$ cat config.mk
export PLATFORM = sky130hd
export DESIGN_NAME = adcc_top
export DESIGN_NICKNAME = d
export VERILOG_FILES = /design/src/common/adcc_pkg.sv /design/src/common/adcc_if.sv /design/src/verilog/adcc_clkdiv.sv /design/src/verilog/adcc_seq.sv /design/src/verilog/adcc_top.sv
export VERILOG_INCLUDE_DIRS = /design/src /design/src/common
export SDC_FILE = /design/constraint.sdc
export NUM_CORES = 1
export LEC_CHECK = 0
export BUFFER_PORTS_ARGS = -buffer_cell sky130_fd_sc_hd__buf_2
export CAP_MARGIN = 40
export CORE_ASPECT_RATIO = 0.8
export CORE_UTILIZATION = 48
export CTS_CLUSTER_DIAMETER = 50
export DETAILED_ROUTE_END_ITERATION = 8
export GPL_TIMING_DRIVEN = 0
export PLACE_DENSITY = 0.77
export SLEW_MARGIN = 20
export SYNTH_ARGS = -nofsm -noshare
export SYNTH_HDL_FRONTEND = slang
export SYNTH_HIERARCHICAL = 1
export SYNTH_SLANG_ARGS = --single-unit
$ cat constraint.sdc
create_clock -name ref_clk -period 2.43 [get_ports ref_clk]
set_input_delay 0.3645 -clock ref_clk [delete_from_list [all_inputs] [get_ports ref_clk]]
set_output_delay 0.3645 -clock ref_clk [all_outputs]
set_load 0.05 [all_outputs]
$ cat src/common/adcc_params.svh
/*
 * Offsets, field positions, reset values and counts of the converter
 * control block. Assumes a 32-bit Wishbone slave with byte addresses.
 */
`ifndef ADCC_PARAMS_SVH
`define ADCC_PARAMS_SVH

// Register byte offsets
`define ADCC_OFF_CTRL_A   8'h00
`define ADCC_OFF_CTRL_B   8'h04
`define ADCC_OFF_RES_HI   8'h08
`define ADCC_OFF_RES_LO   8'h0c
`define ADCC_OFF_BANDGAP  8'h10
`define ADCC_OFF_IRQ      8'h14
`define ADCC_OFF_PINSEL   8'h18

// converter_control_a fields
`define ADCC_CA_START     7
`define ADCC_CA_BUSY      6
`define ADCC_CA_PWR       5
`define ADCC_CA_FMT       4
`define ADCC_CA_CH_LSB    0
// converter_control_b fields
`define ADCC_CB_SRC_LSB   5
`define ADCC_CB_REF_LSB   3
`define ADCC_CB_DIV_LSB   0
// bandgap_control, interrupt control fields
`define ADCC_BG_EN        0
`define ADCC_IRQ_GLB      0
`define ADCC_IRQ_EN       1
`define ADCC_IRQ_REQ      2

// Reset values
`define ADCC_CTRL_A_RST   8'h00
`define ADCC_CTRL_B_RST   8'h00
`define ADCC_BANDGAP_RST  8'h00
`define ADCC_IRQ_RST      3'h0

// Source and reference codes
`define ADCC_SRC_BANDGAP  3'h1
`define ADCC_SRC_AMP0     3'h2
`define ADCC_SRC_AMP1     3'h3
`define ADCC_SRC_LINE     3'h4
`define ADCC_REF_SUPPLY   2'h1

// Conversion timing in converter clocks
`define ADCC_SAMPLE_TICKS 4
`define ADCC_CONV_TICKS   12
`define ADCC_TOTAL_TICKS  16

`endif

$ cat src/common/adcc_pkg.sv
/*
 * Types shared by the converter control modules.
 * Assumes adcc_params.svh supplies all numeric constants.
 */
package adcc_pkg;
    // Sequencer states
    typedef enum logic [1:0] {ST_IDLE, ST_SAMPLE, ST_CONVERT} adcc_state_t;
    // Conversion result word
    typedef logic [11:0] adcc_result_t;
    // Register byte
    typedef logic [7:0]  adcc_byte_t;
endpackage

$ cat src/common/adcc_if.sv
/*
 * Internal carrier between the control top, the clock divider and the
 * conversion sequencer. Assumes all ends share ref_clk.
 */
`timescale 1ns/1ps
interface adcc_core_if;
    import adcc_pkg::*;
    logic         startConv;   // Pulse: begin a conversion
    logic         abortConv;   // Level: converter powered down
    logic [2:0]   divSel;      // Clock divider code
    logic         tick;        // Pulse: one converter clock period
    logic         compIn;      // Comparator decision for current trial
    logic         finish;      // Pulse: last bit decided
    adcc_result_t finalResult; // Result valid with finish
    adcc_result_t trial;       // Trial code to the comparator
    logic         sampling;    // Level: sampling phase

    modport ctl (output startConv, abortConv, divSel, compIn,
                 input tick, finish, finalResult, trial, sampling);
    modport div (input startConv, divSel, output tick);
    modport seq (input startConv, abortConv, tick, compIn,
                 output finish, finalResult, trial, sampling);
endinterface

$ cat src/verilog/adcc_clkdiv.sv
/*
 * Converter clock divider: one tick every 2^divSel system clocks.
 * Assumes the control top restarts it with startConv.
 */
`timescale 1ns/1ps
`include "adcc_params.svh"
module adcc_clkdiv
(
    // Clock and reset
    input wire logic    ref_clk,
    input wire logic    rst_b,
    // Core carrier
    adcc_core_if.div    core
);
    import adcc_pkg::*;

    logic [6:0] cnt;      // Position inside the divided period
    logic [6:0] next_cnt;
    logic [6:0] limit;    // Last count of a period

    // Period limit and tick
    assign limit = 7'((8'h01 << core.divSel) - 8'h01);
    assign core.tick = (cnt == limit);

    // Next count: restart on start, wrap at limit
    always_comb
    begin
        if (core.startConv || cnt == limit)
            next_cnt = 7'h00;
        else
            next_cnt = cnt + 7'h01;
    end

    always_ff @(posedge ref_clk or negedge rst_b)
    begin
        if (!rst_b)
            cnt <= 7'h00;
        else
            cnt <= next_cnt;
    end
endmodule // adcc_clkdiv

$ cat src/verilog/adcc_seq.sv
/*
 * Conversion sequencer: sampling ticks, then one SAR bit per tick.
 * Assumes compIn is high when the input is at or above the trial code.
 */
`timescale 1ns/1ps
`include "adcc_params.svh"
module adcc_seq
(
    // Clock and reset
    input wire logic    ref_clk,
    input wire logic    rst_b,
    // Core carrier
    adcc_core_if.seq    core
);
    import adcc_pkg::*;

    adcc_state_t  state, next_state;     // Phase
    logic [3:0]   cnt, next_cnt;         // Sample tick or bit index
    adcc_result_t trial, next_trial;     // SAR working code
    adcc_result_t mask;                  // Bit under trial
    adcc_result_t resolved;              // Trial with bit decided
    logic [4:0]   tickSeen;              // Helper: ticks since start

    assign mask = 12'h001 << cnt;
    assign resolved = core.compIn ? trial : (trial & ~mask);
    assign core.finish = (state == ST_CONVERT) && core.tick
        && (cnt == 4'h0) && !core.startConv;
    assign core.finalResult = resolved;
    assign core.trial = trial;
    assign core.sampling = (state == ST_SAMPLE);

    // Next phase, counter and trial code
    always_comb
    begin
        next_state = state;
        next_cnt   = cnt;
        next_trial = trial;
        if (core.abortConv)
            next_state = ST_IDLE;
        else if (core.startConv)
        begin
            next_state = ST_SAMPLE;
            next_cnt   = 4'h0;
            next_trial = 12'h000;
        end
        else if (core.tick)
        begin
            case (state)
                ST_SAMPLE:   // Four sampling periods
                begin
                    if (cnt == 4'(`ADCC_SAMPLE_TICKS - 1))
                    begin
                        next_state = ST_CONVERT;
                        next_cnt   = 4'(`ADCC_CONV_TICKS - 1);
                        next_trial = 12'h800;
                    end
                    else
                        next_cnt = cnt + 4'h1;
                end
                ST_CONVERT:  // One bit per period, MSB first
                begin
                    if (cnt == 4'h0)
                        next_state = ST_IDLE;
                    else
                    begin
                        next_cnt   = cnt - 4'h1;
                        next_trial = resolved | (mask >> 1);
                    end
                end
                default:
                    next_state = ST_IDLE;
            endcase
        end
    end

    always_ff @(posedge ref_clk or negedge rst_b)
    begin
        if (!rst_b)
        begin
            state <= ST_IDLE;
            cnt   <= 4'h0;
            trial <= 12'h000;
        end
        else
        begin
            state <= next_state;
            cnt   <= next_cnt;
            trial <= next_trial;
        end
    end

    // Helper tick counter for the length check
    always_ff @(posedge ref_clk or negedge rst_b)
    begin
        if (!rst_b)
            tickSeen <= 5'h00;
        else if (core.startConv)
            tickSeen <= 5'h00;
        else if (core.tick && state != ST_IDLE)
            tickSeen <= tickSeen + 5'h01;
    end
endmodule // adcc_seq

$ cat src/verilog/adcc_top.sv
/*
 * Converter input selection and conversion control top.
 * Holds the Wishbone register file, input routing, pin override,
 * start detection, busy, result bytes and completion request.
 * Assumes a classic Wishbone master on ref_clk and an analog SAR
 * core that returns a comparator decision for the trial code.
 */
// Chosen here: the register offsets and the Wishbone interface to the registers.
`timescale 1ns/1ps
`include "adcc_params.svh"
module adcc_top
#(
    parameter int NUM_PINS = 8
)
(
    // Clock and reset
    input  wire logic                  ref_clk,
    input  wire logic                  rst_b,
    // Wishbone slave
    input  wire logic                  wb_cyc_i,
    input  wire logic                  wb_stb_i,
    input  wire logic                  wb_we_i,
    input  wire logic [7:0]            wb_adr_i,
    input  wire logic [3:0]            wb_sel_i,
    input  wire logic [31:0]           wb_dat_i,
    output      logic [31:0]           wb_dat_o,
    output      logic                  wb_ack_o,
    // Analog core
    input  wire logic                  compIn,
    output      logic                  converterPowerOn,
    output      logic                  sampleActive,
    output      adcc_pkg::adcc_result_t sarTrial,
    output      logic [NUM_PINS-1:0]   extChanSel,
    output      logic [3:0]            intSrcSel,
    output      logic                  refFromSupply,
    output      logic                  bandgapOn,
    // Shared pins
    input  wire logic [NUM_PINS-1:0]   portDirOut,
    input  wire logic [NUM_PINS-1:0]   pullupReq,
    output      logic [NUM_PINS-1:0]   pinAnalogMode,
    output      logic [NUM_PINS-1:0]   pinDigitalOn,
    output      logic [NUM_PINS-1:0]   pinPullupOn,
    output      logic [NUM_PINS-1:0]   pinOutEn_b,
    // Completion interrupt
    output      logic                  adcIrq
);
    import adcc_pkg::*;

    //------------------------------------------------------------------
    // Declarations
    //------------------------------------------------------------------
    adcc_core_if core();                    // Carrier to submodules

    adcc_byte_t          ctrlA, next_ctrlA; // converter_control_a
    adcc_byte_t          ctrlB, next_ctrlB; // converter_control_b
    adcc_byte_t          bgCtrl, next_bgCtrl; // bandgap_control
    logic [2:0]          irqCtrl, next_irqCtrl; // Enables and request
    logic [NUM_PINS-1:0] pinSel, next_pinSel; // Analog function select
    adcc_byte_t          resHi, next_resHi; // result_high_byte
    adcc_byte_t          resLo, next_resLo; // result_low_byte
    logic                busy, next_busy;   // conversion_busy_flag
    logic                startConv, next_startConv; // Start pulse
    logic                ack, next_ack;     // Bus answer
    logic [31:0]         rdData, next_rdData; // Read data
    logic                wrEn;              // Write taken this edge
    logic                startFall;         // Start pulse completes
    logic [2:0]          srcSel;            // source_select
    logic [3:0]          chanSel;           // channel_select
    logic                pwrOn;             // converter_power_enable

    logic [NUM_PINS-1:0] next_extChanSel;
    logic [3:0]          next_intSrcSel;
    logic [NUM_PINS-1:0] next_pinDigitalOn;
    logic [NUM_PINS-1:0] next_pinPullupOn;
    logic [NUM_PINS-1:0] next_pinOutEn_b;
    logic                next_adcIrq;

    assign srcSel  = ctrlB[`ADCC_CB_SRC_LSB +: 3];
    assign chanSel = ctrlA[`ADCC_CA_CH_LSB +: 4];
    assign pwrOn   = ctrlA[`ADCC_CA_PWR];

    //------------------------------------------------------------------
    // Submodules
    //------------------------------------------------------------------
    assign core.startConv = startConv;
    assign core.abortConv = !pwrOn;
    assign core.divSel    = ctrlB[`ADCC_CB_DIV_LSB +: 3];
    assign core.compIn    = compIn;

    adcc_clkdiv u_div
    (
        .ref_clk (ref_clk),
        .rst_b   (rst_b),
        .core    (core.div)
    );

    adcc_seq u_seq
    (
        .ref_clk (ref_clk),
        .rst_b   (rst_b),
        .core    (core.seq)
    );

    //------------------------------------------------------------------
    // Register file and conversion control
    //------------------------------------------------------------------
    // Write takes effect on the edge that raises ack
    assign wrEn = wb_cyc_i && wb_stb_i && wb_we_i && !ack && wb_sel_i[0];
    // Start clears from one to zero while powered
    assign startFall = wrEn && wb_adr_i == `ADCC_OFF_CTRL_A && pwrOn
        && wb_dat_i[`ADCC_CA_PWR] && ctrlA[`ADCC_CA_START]
        && !wb_dat_i[`ADCC_CA_START];

    // Next register contents
    always_comb
    begin
        next_ctrlA     = ctrlA;
        next_ctrlB     = ctrlB;
        next_bgCtrl    = bgCtrl;
        next_irqCtrl   = irqCtrl;
        next_pinSel    = pinSel;
        next_resHi     = resHi;
        next_resLo     = resLo;
        next_busy      = busy;
        next_startConv = startFall;
        next_ack       = wb_cyc_i && wb_stb_i && !ack;
        if (wrEn)
        begin
            case (wb_adr_i)
                `ADCC_OFF_CTRL_A:  // Busy bit is read-only
                begin
                    next_ctrlA = wb_dat_i[7:0];
                    next_ctrlA[`ADCC_CA_BUSY] = 1'b0;
                end
                `ADCC_OFF_CTRL_B:  next_ctrlB = wb_dat_i[7:0];
                `ADCC_OFF_BANDGAP: // Only the enable bit exists
                    next_bgCtrl = {7'h00, wb_dat_i[`ADCC_BG_EN]};
                `ADCC_OFF_IRQ:     next_irqCtrl = wb_dat_i[2:0];
                `ADCC_OFF_PINSEL:  next_pinSel = wb_dat_i[NUM_PINS-1:0];
                default:           next_ctrlA = ctrlA;
            endcase
        end
        // Completion: results, request, busy in one cycle
        if (core.finish && pwrOn)
        begin
            next_busy = 1'b0;
            next_irqCtrl[`ADCC_IRQ_REQ] = 1'b1;
            if (ctrlA[`ADCC_CA_FMT])
            begin
                next_resHi = {4'h0, core.finalResult[11:8]};
                next_resLo = core.finalResult[7:0];
            end
            else
            begin
                next_resHi = core.finalResult[11:4];
                next_resLo = {core.finalResult[3:0], 4'h0};
            end
        end
        if (!next_ctrlA[`ADCC_CA_PWR])
            next_busy = 1'b0;
        if (startFall)
            next_busy = 1'b1;
    end

    always_ff @(posedge ref_clk or negedge rst_b)
    begin
        if (!rst_b)
        begin
            ctrlA     <= `ADCC_CTRL_A_RST;
            ctrlB     <= `ADCC_CTRL_B_RST;
            bgCtrl    <= `ADCC_BANDGAP_RST;
            irqCtrl   <= `ADCC_IRQ_RST;
            pinSel    <= '0;
            resHi     <= 8'h00;
            resLo     <= 8'h00;
            busy      <= 1'b0;
            startConv <= 1'b0;
            ack       <= 1'b0;
        end
        else
        begin
            ctrlA     <= next_ctrlA;
            ctrlB     <= next_ctrlB;
            bgCtrl    <= next_bgCtrl;
            irqCtrl   <= next_irqCtrl;
            pinSel    <= next_pinSel;
            resHi     <= next_resHi;
            resLo     <= next_resLo;
            busy      <= next_busy;
            startConv <= next_startConv;
            ack       <= next_ack;
        end
    end

    //------------------------------------------------------------------
    // Read data
    //------------------------------------------------------------------
    // Registered read mux, unmapped reads give zero
    always_comb
    begin
        next_rdData = 32'h0000_0000;
        case (wb_adr_i)
            `ADCC_OFF_CTRL_A:
            begin
                next_rdData[7:0] = ctrlA;
                next_rdData[`ADCC_CA_BUSY] = busy;
            end
            `ADCC_OFF_CTRL_B:  next_rdData[7:0] = ctrlB;
            `ADCC_OFF_RES_HI:  next_rdData[7:0] = resHi;
            `ADCC_OFF_RES_LO:  next_rdData[7:0] = resLo;
            `ADCC_OFF_BANDGAP: next_rdData[7:0] = bgCtrl;
            `ADCC_OFF_IRQ:     next_rdData[2:0] = irqCtrl;
            `ADCC_OFF_PINSEL:  next_rdData[NUM_PINS-1:0] = pinSel;
            default:           next_rdData = 32'h0000_0000;
        endcase
    end

    always_ff @(posedge ref_clk or negedge rst_b)
    begin
        if (!rst_b)
            rdData <= 32'h0000_0000;
        else
            rdData <= next_rdData;
    end

    assign wb_dat_o = rdData;
    assign wb_ack_o = ack;
    assign sarTrial = core.trial;

    //------------------------------------------------------------------
    // Input routing, pin override and interrupt output
    //------------------------------------------------------------------
    // Routing and pin state computed from the registers
    always_comb
    begin
        next_extChanSel = '0;
        // Channels 8-15 leave every pin disconnected
        if (!chanSel[3] && chanSel[2:0] < NUM_PINS)
            next_extChanSel[chanSel[2:0]] = 1'b1;
        next_intSrcSel = {srcSel == `ADCC_SRC_LINE,
                          srcSel == `ADCC_SRC_AMP1,
                          srcSel == `ADCC_SRC_AMP0,
                          srcSel == `ADCC_SRC_BANDGAP};
        next_pinDigitalOn = ~pinSel;
        next_pinPullupOn  = pullupReq & ~pinSel;
        next_pinOutEn_b   = ~(portDirOut & ~pinSel);
        next_adcIrq = irqCtrl[`ADCC_IRQ_REQ] && irqCtrl[`ADCC_IRQ_GLB]
            && irqCtrl[`ADCC_IRQ_EN];
    end

    always_ff @(posedge ref_clk or negedge rst_b)
    begin
        if (!rst_b)
        begin
            extChanSel       <= '0;
            intSrcSel        <= 4'h0;
            refFromSupply    <= 1'b0;
            bandgapOn        <= 1'b0;
            converterPowerOn <= 1'b0;
            pinAnalogMode    <= '0;
            pinDigitalOn     <= '1;
            pinPullupOn      <= '0;
            pinOutEn_b       <= '1;
            adcIrq           <= 1'b0;
            sampleActive     <= 1'b0;
        end
        else
        begin
            extChanSel       <= next_extChanSel;
            intSrcSel        <= next_intSrcSel;
            refFromSupply    <= ctrlB[`ADCC_CB_REF_LSB +: 2]
                                == `ADCC_REF_SUPPLY;
            bandgapOn        <= bgCtrl[`ADCC_BG_EN];
            converterPowerOn <= pwrOn;
            pinAnalogMode    <= pinSel;
            pinDigitalOn     <= next_pinDigitalOn;
            pinPullupOn      <= next_pinPullupOn;
            pinOutEn_b       <= next_pinOutEn_b;
            adcIrq           <= next_adcIrq;
            sampleActive     <= core.sampling;
        end
    end
endmodule // adcc_top

==> results.cfg <==
[clocking]
numClockSinks = 128
cts_buffers = 17
cts_tree = done
cts.htree.levels = 4
cts_root_buf = clkbuf_16
clock_latency_ns = 0.42
path_clk_slew_ns = 0.06
cts_buffer_depth = 2

[setup_path]
crit_fanout = 5
startpoint_type = flip-flop
reg2reg_depth = 9
endpoint_kind = flip-flop
cp.arrival_ns = 2.64
r2r_slack_ns = 0.08
cp.required_ns = 2.72
path_class = reg -> reg

[synthesis]
ys_seq_area_share_pct = 53.2
synth-edff-count = 0
synth_area_sq_um = 6060
synth_area_per_cell_sq_um = 11.4
ys.flop_type = dfrtp_1
syn_inst = 531
synthArstFlopShare_pct = 100
ys_ff_latch = 128
yosysWarnings = 6
ys_types = 76

[worst_hold_path]
whs_path_depth = 2
hp-class = in -> reg

[run_status]
status = finished, final reports clean

[route]
drt-total-wl_um = 14300
first_iter_violations = 341
vias = 4601
drt-vias-per-instance = 5.23
drt-pass1-iter-count = 5
drt-wirelength-per-cell_um = 16.3
postRouteAntennaNets = 0
drc = 0

[sta]
tightest_slew_ns = 0.729
fin_crit_sh_pct = 96.6
slew_headroom_pct = 50.7
worst_clock_skew_ns = 0.0127
rsz0062_at_grt = yes
fmaxAchievable_ghz = 0.426
slew_violations = 0
finalHoldViolations = 0
setup_tns_ns = 0
setup_violations = 0
min_period_ns = 2.35

[finish]
drive_above_1_share_pct = 39.0
fin_util_pct = 62.9
fillerInstances = 985
final_cell_mix = buf_2, dfrtp_1, nand2_1, buf_4, o21ai_0
diodes = 0
instances_no_fill = 879
area_growth_pct = 27.2
final_cell_area_sq_um = 7710
mostFrequentLayoutCell = buf_2
layout.nets = 770

[place]
dp.cells = 833
dp_hpwl_um = 9860
io_buffers = 107
dpl_cell_area_sq_um = 6940
gp_congestion = 0.858

[floorplanning]
fp.dieW_um = 128
fp.dieH_um = 102
io_pins = 160
start_util_pct = 49.4
rows = 36
dieArea_sq_um = 13100
core_area_sq_um = 12300

[global_route]
grt_max_degree = 84
grt_pass1_vias = 4457
grt_antenna_before_repair = 0
met1_usage_pct = 31.3
met3_usage_pct = 6.44
grt_pass1_wl_um = 22800
grt_use_total_pct = 23.0
met2_usage_pct = 36.1
top_usage_layer = met2
grt_overflow_total = 0

[job]
drv_cap = 0

[power]
power_density_nw_per_um2 = 693
peakVddDrop_mv = 0.502
cellLeakagePower_nw = 3.65
finalPower_w = 0.00534
flip-flops by register name, indices dropped and copies added (netlist names), 2 cells and up:
name / flops
pinAnalogMode: 8
u_seq/cnt: 4
pinSel: 8
u_seq/core.trial: 12
irqCtrl: 3
ctrlA: 7
extChanSel: 8
resHi: 8
u_div/cnt: 7
intSrcSel: 4
u_seq/state: 2
pinDigitalOn: 8
resLo: 8
wb_dat_o: 8
pinPullupOn: 8
ctrlB: 8
pinOutEn_b: 8
cells by family after synthesis:
| family | synth area share (%) |
|---|---|
| AND/OR/NAND/NOR | 15.2 |
| AO/OA/AOI/OAI | 11.4 |
| buffers and inverters | 6.01 |
| XOR/XNOR | 1.01 |
| adder cells (fa/ha/maj) | 1.65 |
| flip-flops | 53.2 |
| multiplexers | 11.5 |
| other | 0.0619 |
power by group:
group,internal [W],switching (W)
clock,0.00152,0.000985
sequential,0.00218,0.0000289
combinational,0.000232,0.000401
total,0.00392,0.00141
cell usage after synthesis (6+ instances only):
cell type,instances,area (sq um)
a211oi_1,7,52.6
a21boi_0,6,45.0
a21oi_1,20,100
buf_2,6,30.0
buf_4,24,180
clkbuf_1,10,37.5
dfrtp_1,112,2800
dfstp_2,16,420
ha_1,8,100
inv_1,21,78.8
mux2_1,6,67.6
mux2_2,19,214
mux2_4,7,105
mux2i_1,15,150
mux4_2,7,158
nand2_1,54,203
nand2b_1,17,106
nand3_1,13,65.1
nor2_1,17,63.8
nor2b_1,17,106
nor3_1,10,50.1
o21ai_0,29,145
final cells by class:
type / instances / area (sq um) / share of cell area [%]
plain buffers: 44 / 290 / 3.77
flip-flops and latches: 128 / 3230 / 41.9
clock buffers: 17 / 425 / 5.52
well taps: 171 / 214 / 2.78
repair buffers: 123 / 684 / 8.88
multi-input cells: 359 / 2620 / 34.0
clock inverters: 14 / 156 / 2.03
inverters: 23 / 86.3 / 1.12
routing by layer:
metal / wire, um / up-vias / part of all wire, %
li1: - / 2163 / -
met1: 6510 / 2232 / 45
met2: 6620 / 196 / 46
met3: 1090 / 10 / 7.6
met4: 119 / 0 / 0.83
met5: 0 / - / 0
worst max-delay path, stage by stage (launching register included):
cell and delay (ns):
dfrtp_2 0.43, or3_4 0.39, and3_4 0.20, o21ai_4 0.17
and2_4 0.20, buf_4 0.11, nand3b_1 0.08, o32a_4 0.27
o311ai_2 0.26, o21ai_1 0.10
final timing paths:
path	end	start
max in group asynchronous	pinOutEn_b[6]	rst_b
setup / recovery	u_seq/core.trial[8]	ctrlB[0]
setup reg to reg	u_seq/core.trial[8]	ctrlB[0]
hold / removal	pinOutEn_b[7]	portDirOut[7]
min in group asynchronous	pinPullupOn[2]	rst_b
hold reg to reg	converterPowerOn	ctrlA[5]
stage by stage:
| step | hold WS, ns | setup slack, ns |
|---|---|---|
| floorplan | 0.0689 | 0.00964 |
| global route | 0.0497 | -0.0350 |
| detailed placement | 0.315 | -0.571 |
| CTS | 0.0456 | 0.00150 |
| global placement | 0.363 | -0.559 |
| finish | 0.0594 | 0.0818 |
what timing repair did:
item                                    4_1_cts  5_1_grt
hold buffers                                  1        0
resized for setup                            12       18
pin swaps                                     4        6
hold endpoints to repair                     35        0
setup buffers                                11        3
endpoints found under the setup margin       27       28
No activity file was read; power rests on OpenSTA's default activity.
